`src/ppm_pkg.sv`:
```
package ppm_pkg;
	// ****************************************
	// Register map (byte addresses)
	// ****************************************
	localparam logic [7:0] PPM_OFS_CAP = 8'hC0;
	localparam logic [7:0] PPM_OFS_CSR = 8'hC4;
	localparam logic [7:0] PPM_OFS_LOCK = 8'hC8;
	localparam logic [7:0] PPM_OFS_EVT = 8'hCC;

	// ****************************************
	// Field layout and reset values
	// ****************************************
	localparam logic [7:0] PPM_CAP_ID = 8'h01;
	localparam logic [7:0] PPM_NXT_UP = 8'h00;
	localparam logic [7:0] PPM_NXT_DN = 8'hD0;
	localparam logic [2:0] PPM_VERSION = 3'h3;
	localparam int PPM_SPECIAL_BIT = 21;
	localparam int PPM_PME_LSB = 27;
	localparam logic [4:0] PPM_PME_RST = 5'h19;
	localparam int PPM_NOSR_BIT = 3;
	localparam int PPM_EN_BIT = 8;
	localparam int PPM_ST_BIT = 15;
	localparam logic [1:0] PPM_PS_D0 = 2'h0;
	localparam logic [1:0] PPM_PS_D3 = 2'h3;
	localparam logic PPM_NOSR_RST = 1'b1;
	localparam logic [31:0] PPM_UNMAPPED = 32'h0000_0000;

	// ****************************************
	// Types
	// ****************************************
	typedef struct packed {
		logic [7:0] next_ptr;
		logic special;
		logic [4:0] pme_adv;
		logic [1:0] power_state_field;
		logic keep_ctx;
	} ppm_regs_t;

	typedef enum logic {
		PPM_IDLE,
		PPM_DONE
	} ppm_bus_state_t;
endpackage : ppm_pkg

```
`src/ppm_sticky.sv`:
```
`timescale 1ns/1ps
module ppm_sticky
	import ppm_pkg::*;
(
	// Clock and reset
	input wire logic clk_sys,
	input wire logic arst_n,
	// Controls
	input wire logic set_en_write,
	input wire logic en_wdata,
	input wire logic st_set,
	input wire logic st_clr,
	// State
	output logic en_reg,
	output logic st_reg
);
	logic en_next;
	logic st_next;

	// ****************************************
	// Sticky bits: only power-on reset touches them
	// ****************************************
	always_comb begin
		en_next = set_en_write ? en_wdata : en_reg;
		// (RQ15) set beats clear
		st_next = st_set | (st_reg & ~st_clr);
	end

	// (RQ13) hot reset not wired here
	always_ff @(posedge clk_sys or negedge arst_n) begin
		if (!arst_n) begin
			en_reg <= 1'b0;
			st_reg <= 1'b0;
		end else begin
			en_reg <= en_next;
			st_reg <= st_next;
		end
	end
endmodule : ppm_sticky

```
`src/ppm_regs.sv`:
```
`timescale 1ns/1ps
// Contract
// (RQ1) Capability id reads 0x1; next pointer 0x0 upstream, 0xD0 downstream.
// (RQ2) Version field bits 18:16 reads 0x3.
// (RQ3) Bit 19 wake-event clock flag reads zero, read-only.
// (RQ4) Bit 21 special-init flag resets zero, lockable-writable.
// (RQ5) Aux current bits 24:22 read zero.
// (RQ6) Bits 25 and 26 read zero: no intermediate states.
// (RQ7) PME support bits 31:27 reset to 11001.
// (RQ8) Writing PME support changes only advertised value, not behaviour.
// (RQ9) No PME forwarding while in cold powered-off state.
// (RQ10) Power state bits 1:0: 0 full-on, 3 hot low-power.
// (RQ11) Context-kept bit 3 resets to one.
// (RQ12) Sticky enable bit 8 resets zero, allows PME generation.
// (RQ13) Hot reset leaves enable bit unchanged.
// (RQ14) Init loader sets enable for wake on cold exit; there is no loader here, and enable is set only by a CSR write.
// (RQ15) Status bit 15 sets on own PME; write one clears.
// (RQ16) Status not set by merely propagated PME.
// (RQ17) Upstream port never sets status.
// (RQ18) Data select, scale and data byte read zero.
// (RQ19) Bits 22 and 23 of control register read zero.
// (RQ20) Lockable fields writable only when unlocked.
// (RQ21) Power state writes of 1 or 2 are ignored.
module ppm_regs
	import ppm_pkg::*;
#(
	parameter bit UPSTREAM = 1'b0
) (
	// Clock and resets
	input wire logic clk_sys,
	input wire logic arst_n,
	input wire logic hot_reset,
	// Avalon-MM slave
	input wire logic [7:0] avs_address,
	input wire logic avs_read,
	input wire logic avs_write,
	input wire logic [31:0] avs_writedata,
	input wire logic [3:0] avs_byteenable,
	output logic [31:0] avs_readdata,
	output logic avs_waitrequest,
	// Events
	input wire logic pme_local,
	input wire logic pme_fwd_in,
	input wire logic cold_off,
	// Status and messaging
	output logic pme_msg,
	output logic [1:0] power_state,
	output logic pme_enable
);
	// ****************************************
	// State
	// ****************************************
	ppm_bus_state_t bus_reg, bus_next;
	ppm_regs_t regs_reg, regs_next;
	logic lock_reg, lock_next;
	logic [31:0] rd_reg, rd_next;
	logic wait_reg, wait_next;
	logic msg_reg, msg_next;
	logic unused_ps;
	logic en_bit, st_bit;
	logic wr_csr, wr_ok, st_set, st_clr, gen_ok;
	logic [31:0] cap_word, csr_word;

	// Writes land only at the edge that sees waitrequest low, as the bus requires
	assign wr_ok = avs_write && bus_reg == PPM_DONE;
	assign wr_csr = wr_ok && avs_address == PPM_OFS_CSR;

	// ****************************************
	// Read words
	// ****************************************
	always_comb begin
		cap_word = 32'h0000_0000;
		// (RQ1) identifier and next pointer
		cap_word[7:0] = PPM_CAP_ID;
		cap_word[15:8] = regs_reg.next_ptr;
		// (RQ2) fixed version
		cap_word[18:16] = PPM_VERSION;
		// (RQ3) (RQ5) (RQ6) zero fields
		cap_word[PPM_SPECIAL_BIT] = regs_reg.special;
		// (RQ7) advertised support
		cap_word[31:PPM_PME_LSB] = regs_reg.pme_adv;
		csr_word = 32'h0000_0000;
		csr_word[1:0] = regs_reg.power_state_field;
		csr_word[PPM_NOSR_BIT] = regs_reg.keep_ctx;
		csr_word[PPM_EN_BIT] = en_bit;
		// (RQ18) (RQ19) data and bus fields zero
		csr_word[PPM_ST_BIT] = st_bit;
	end

	// ****************************************
	// Sticky enable and status
	// ****************************************
	// (RQ17) upstream never generates
	assign gen_ok = !UPSTREAM;
	// (RQ16) forwarded messages do not set status
	assign st_set = pme_local && gen_ok;
	assign st_clr = wr_csr && avs_byteenable[1] && avs_writedata[PPM_ST_BIT];

	ppm_sticky u_sticky (
		.clk_sys(clk_sys),
		.arst_n(arst_n),
		.set_en_write(wr_csr && avs_byteenable[1]),
		.en_wdata(avs_writedata[PPM_EN_BIT]),
		.st_set(st_set),
		.st_clr(st_clr),
		.en_reg(en_bit),
		.st_reg(st_bit)
	);

	// ****************************************
	// Register and bus next state
	// ****************************************
	always_comb begin
		regs_next = regs_reg;
		lock_next = lock_reg;
		bus_next = bus_reg;
		rd_next = rd_reg;
		wait_next = wait_reg;
		msg_next = 1'b0;
		unused_ps = 1'b0;
		// One wait cycle then acknowledge; bus answer is registered
		case (bus_reg)
			PPM_IDLE: begin
				if (avs_read || avs_write) begin
					bus_next = PPM_DONE;
					wait_next = 1'b0;
					if (avs_address == PPM_OFS_CAP) begin
						rd_next = cap_word;
					end else if (avs_address == PPM_OFS_CSR) begin
						rd_next = csr_word;
					end else if (avs_address == PPM_OFS_LOCK) begin
						rd_next = {31'h0000_0000, lock_reg};
					end else if (avs_address == PPM_OFS_EVT) begin
						rd_next = {30'h0000_0000, cold_off, gen_ok};
					end else begin
						rd_next = PPM_UNMAPPED;
					end
				end
			end
			PPM_DONE: begin
				bus_next = PPM_IDLE;
				wait_next = 1'b1;
			end
			default: bus_next = PPM_IDLE;
		endcase
		if (wr_ok && avs_address == PPM_OFS_LOCK && avs_byteenable[0]) begin
			lock_next = avs_writedata[0];
		end
		// (RQ20) lockable fields need unlock
		if (wr_ok && !lock_reg && avs_address == PPM_OFS_CAP) begin
			if (avs_byteenable[1]) begin
				regs_next.next_ptr = avs_writedata[15:8];
			end
			// (RQ4) special-init lockable
			if (avs_byteenable[2]) begin
				regs_next.special = avs_writedata[PPM_SPECIAL_BIT];
			end
			// (RQ8) advertised value only
			if (avs_byteenable[3]) begin
				regs_next.pme_adv = avs_writedata[31:PPM_PME_LSB];
			end
		end
		if (wr_csr && avs_byteenable[0]) begin
			// (RQ10) (RQ21) only D0 and D3hot taken
			if (avs_writedata[1:0] == PPM_PS_D0 || avs_writedata[1:0] == PPM_PS_D3) begin
				regs_next.power_state_field = avs_writedata[1:0];
			end else begin
				unused_ps = 1'b1;
			end
			// (RQ11) context bit lockable
			if (!lock_reg) begin
				regs_next.keep_ctx = avs_writedata[PPM_NOSR_BIT];
			end
		end
		// (RQ11) restore next pointer on a CSR write from D3hot to D0 when not kept (not on hot reset)
		if (regs_reg.power_state_field == PPM_PS_D3 && regs_next.power_state_field == PPM_PS_D0 && !regs_reg.keep_ctx) begin
			regs_next.next_ptr = UPSTREAM ? PPM_NXT_UP : PPM_NXT_DN;
		end
		// Hot reset returns power state to D0; enable and status stay
		if (hot_reset) begin
			regs_next.power_state_field = PPM_PS_D0;
		end
		// (RQ12) (RQ9) own message needs enable; own and forwarded need power
		msg_next = !cold_off && ((pme_local && gen_ok && en_bit) || pme_fwd_in);
	end

	// ****************************************
	// Registers
	// ****************************************
	always_ff @(posedge clk_sys or negedge arst_n) begin
		if (!arst_n) begin
			bus_reg <= PPM_IDLE;
			regs_reg <= '{next_ptr: (UPSTREAM ? PPM_NXT_UP : PPM_NXT_DN), special: 1'b0,
				pme_adv: PPM_PME_RST, power_state_field: PPM_PS_D0, keep_ctx: PPM_NOSR_RST};
			lock_reg <= 1'b0;
			rd_reg <= 32'h0000_0000;
			wait_reg <= 1'b1;
			msg_reg <= 1'b0;
		end else begin
			bus_reg <= bus_next;
			regs_reg <= regs_next;
			lock_reg <= lock_next;
			rd_reg <= rd_next;
			wait_reg <= wait_next;
			msg_reg <= msg_next;
		end
	end

	assign avs_readdata = rd_reg;
	assign avs_waitrequest = wait_reg;
	assign pme_msg = msg_reg;
	assign power_state = regs_reg.power_state_field;
	assign pme_enable = en_bit;
endmodule : ppm_regs

```
`config.mk`:
```
export PLATFORM = sky130hd
export DESIGN_NAME = ppm_regs
export DESIGN_NICKNAME = d
export VERILOG_FILES = /design/src/ppm_pkg.sv /design/src/ppm_sticky.sv /design/src/ppm_regs.sv
export SDC_FILE = /design/constraint.sdc
export NUM_CORES = 1
export LEC_CHECK = 0
export ABC_AREA = 1
export ABC_CLOCK_PERIOD_IN_PS = 1500
export BUFFER_PORTS_ARGS = -buffer_cell sky130_fd_sc_hd__buf_2
export CAP_MARGIN = 20
export CORE_UTILIZATION = 47
export CTS_CLUSTER_SIZE = 8
export DETAILED_ROUTE_END_ITERATION = 8
export GPL_ROUTABILITY_DRIVEN = 0
export PLACE_DENSITY = 0.91
export SYNTH_ARGS = -nofsm -noshare
export SYNTH_HDL_FRONTEND = slang
export SYNTH_SLANG_ARGS = --single-unit
export TNS_END_PERCENT = 50
```
`constraint.sdc`:
```
create_clock -name clk_sys -period 1.5 [get_ports clk_sys]
set_input_delay 0.075 -clock clk_sys [delete_from_list [all_inputs] [get_ports clk_sys]]
set_output_delay 0.075 -clock clk_sys [all_outputs]
set_load 0.02 [all_outputs]
```
==> metrics.md <==
| Metric | Value |
|---|---|
| Io pins | `between 80 and 90` |
| WP data required | `about 1.7 ns` |
| Placed insts | `356` |
| Clk_lat worst skew | `just under 0.3 ns` |
| Worst hold path type | `input pin to register` |
| Multi-input logic area | `~800 µm²` |
| RR Startpoint | `bus_reg$_DFF_PN0_` |
| Highest Clock Rate | `around 730 MHz` |
| Synth Warn # | `0` |
| Die ar. | `between 4000 and 5000 µm²` |
| Hold Path Sink | `cap_word[14]$_DFFE_PN1P_` |
| Sw frac | `0.228` |
| Vias in the first global route | `around 1600` |
| Top cell type's share of synthesized area | `0.400` |
| Starting density of the core | `0.501` |
| Final Max Slew Viols | `0` |
| Seq pwr share | `0.469` |
| Die height | `68.3 µm` |
| Yosys reg bits | `around 40` |
| Fin crit share | `0.912` |
| GRT Total Usage | `0.202` |
| Pwr Total | `between 0.002 and 0.0025 W` |
| Core area | `4120 µm²` |
| Hold depth | `3` |
| Wire length per cell | `around 12 µm` |
| P_sw | `around 0.00055 W` |
| Initial antenna violation count | `0` |
| Clock sink count | `41` |
| Floorplan row count | `23` |
| Clk root buf | `clkbuf_8` |
| Largest area contributor in the netlist | `dfrtp_1` |
| Cell leakage power | `approximately 1.5 nW` |
| Area contributors post-synth | `dfrtp_1 (40%), nand2_1 (14%), dfstp_2 (10%)` |
| FF+latch area | `between 1000 and 1500 µm²` |
| Global-route wire length before repair | `between 6000 and 7000 µm` |
| Peak VDD IR | `between 0.5 and 0.6 mV` |
| Commonest non-fill, non-tap cell in the layout | `nand2_1` |
| Deepest clock path buffer count | `2` |
| HP Start | `avs_writedata[14]` |
| DRC violations left | `0` |
| CP Data Arrival Time | `1.59 ns` |
| Startpoint types | `register` |
| Pwr Density | `941 nW/µm²` |
| Setup slack, reg-to-reg | `roughly 0.13 ns` |
| Worst-case reg-to-reg path depth | `5` |
| Comb pwr share | `0.102` |
| WL final | `roughly 4300 µm` |
| PortBufs | `60` |
| Grt ovf | `0` |
| DRT Pass-1 Iters | `4` |
| Clock-pin transition on the worst setup and hold timing paths | `about 0.080 ns` |
| Setup TNS | `0 ns` |
| Clk_skew | `between 0.004 and 0.005 ns` |
| Clock Power Share | `0.429` |
| Horiz. Die Dim | `about 68 µm` |
| Vias after detailed routing | `between 1500 and 2000` |
| DR vias/cell | `about 4.8` |
| Largest net degree at the start of global routing | `23` |
| Status | `finished with violations` |
| Final non-filler cell total | `~370` |
| Final Critical Period | `between 1 and 1.5 ns` |
| TritonCTS clock tree | `built` |
| Worst Setup End Kind | `register` |
| Final setup viols | `0` |
| RSZ-0062 raised after global routing | `false` |
| Worst Hold Slack | `-0.000971 ns` |
| Post-synthesis cell count | `between 200 and 300` |
| ANT cells | `0` |
| Cts bufs inserted | `5` |
| Area Growth Syn to Fin | `25.0%` |
| Placed wire-length estimate | `around 3100 µm` |
| Iteration-0 DRC Markers | `87` |
| Cell Area, Synth | `just over 2000 µm²` |
| Max_cap viols | `0` |
| Finished Core Util | `0.627` |
| Max reg flops | `18` |
| Critical Path Fanout Max | `18` |
| Commonest non-fill, non-tap cells in the layout | `nand2_1 (75), buf_2 (60), inv_1 (34)` |
| Hold Fails Final Rpt | `1` |
| Synth unique cells | `23` |
| Layout cells sized above 1 | `0.301` |
| Htree depth | `2` |
| Sequential share of the synthesized area | `0.502` |
| Failing checks | `negative hold slack` |
| Pint | `0.00187 W` |
| Crit Path Class | `register to register` |
| NumNets Final | `373` |
| Routed Antenna Nets | `0` |
| Worst r2r dst | `avs_readdata[15]$_DFFE_PN0P_` |
| FILL cells | `373` |
| Synth Area per Inst | `~8.3 µm²` |
[metal layers]
layer | vias to the layer above | part of all wire | GRT usage
li1 | 883 | - | -
met5 | - | 0 | 0
met4 | 0 | 0.024 | 0.0833
met1 | 824 | 0.41 | 0.239
met2 | 64 | 0.51 | 0.344
met3 | 12 | 0.058 | 0.0517
[timing repair]
item / in CTS / in global routing
gates resized for setup: 0 / 0
endpoints found under the hold margin: 20 / 0
buffers inserted: 0 / 0
hold buffers: 8 / 0
[power groups by stage]
| stage | registers [W] | clock network, W | logic (W) |
|---|---|---|---|
| 2_1_floorplan | 0.00118 | 0 | 0.000131 |
| 3_3_place_gp | 0.00116 | 0 | 0.000229 |
| 3_5_place_dp | 0.00116 | 0 | 0.000234 |
| 4_1_cts | 0.00114 | 0.00106 | 0.000251 |
| 5_1_grt | 0.00114 | 0.00110 | 0.000277 |
| 6_report | 0.00114 | 0.00104 | 0.000249 |
[cell usage after synthesis, drive strengths merged]
library cell	n
a21oi	3
buf	19
conb	1
dfrtp	33
dfstp	8
inv	35
maj3	1
nand2	79
nand3	14
nand4	5
nor2	28
o211ai	1
o21ai	23
[final cells by class]
class / instances / share of cell area
inverter: 35 / 0.0509
clock inverter: 3 / 0.0252
multi-input combinational: 167 / 0.310
tap: 50 / 0.0243
timing repair buffer: 71 / 0.161
clock buffer: 5 / 0.0267
sequential: 41 / 0.402
[worst max-delay path: stages, from the launching register on]
cell,delay (ns)
dfrtp_1,0.46
nor2_4,0.23
inv_2,0.19
nor2_1,0.26
nand2_1,0.10
o211ai_2,0.07
[cells by family after synthesis]
group           after synthesis  share of synthesized area
compound gates               27                     0.0691
fa+ha+maj                     1                    0.00485
buf+inv                      54                      0.132
flops                        41                      0.502
other cells                   1                    0.00182
simple gates                126                      0.290
[worst max path at each step]
stage	startpoint	endpoint	slack, ns	depth (start not counted)
after floorplan	bus_reg$_DFF_PN0_	cap_word[10]$_DFFE_PN0P_	0.33	7
after global placement	bus_reg$_DFF_PN0_	cap_word[8]$_DFFE_PN0P_	0.20	7
after detailed placement	bus_reg$_DFF_PN0_	cap_word[13]$_DFFE_PN0P_	0.14	7
after CTS	bus_reg$_DFF_PN0_	cap_word[13]$_DFFE_PN0P_	0.12	7
after global routing	bus_reg$_DFF_PN0_	cap_word[8]$_DFFE_PN0P_	0.001	7
final	bus_reg$_DFF_PN0_	avs_readdata[15]$_DFFE_PN0P_	0.13	5
[per-stage QoR]
stage | hold WS (ns) | cell area (µm²) | setup WS, ns
2_1_floorplan | -0.221 | 2110 | 0.329
3_3_place_gp | 0.0517 | 2360 | 0.198
3_5_place_dp | 0.0488 | 2360 | 0.135
4_1_cts | 0.000445 | 2580 | 0.119
5_1_grt | 0.00158 | 2580 | 0.00133
6_report | -0.000971 | 2580 | 0.132
(Power assumes the default switching activity.)
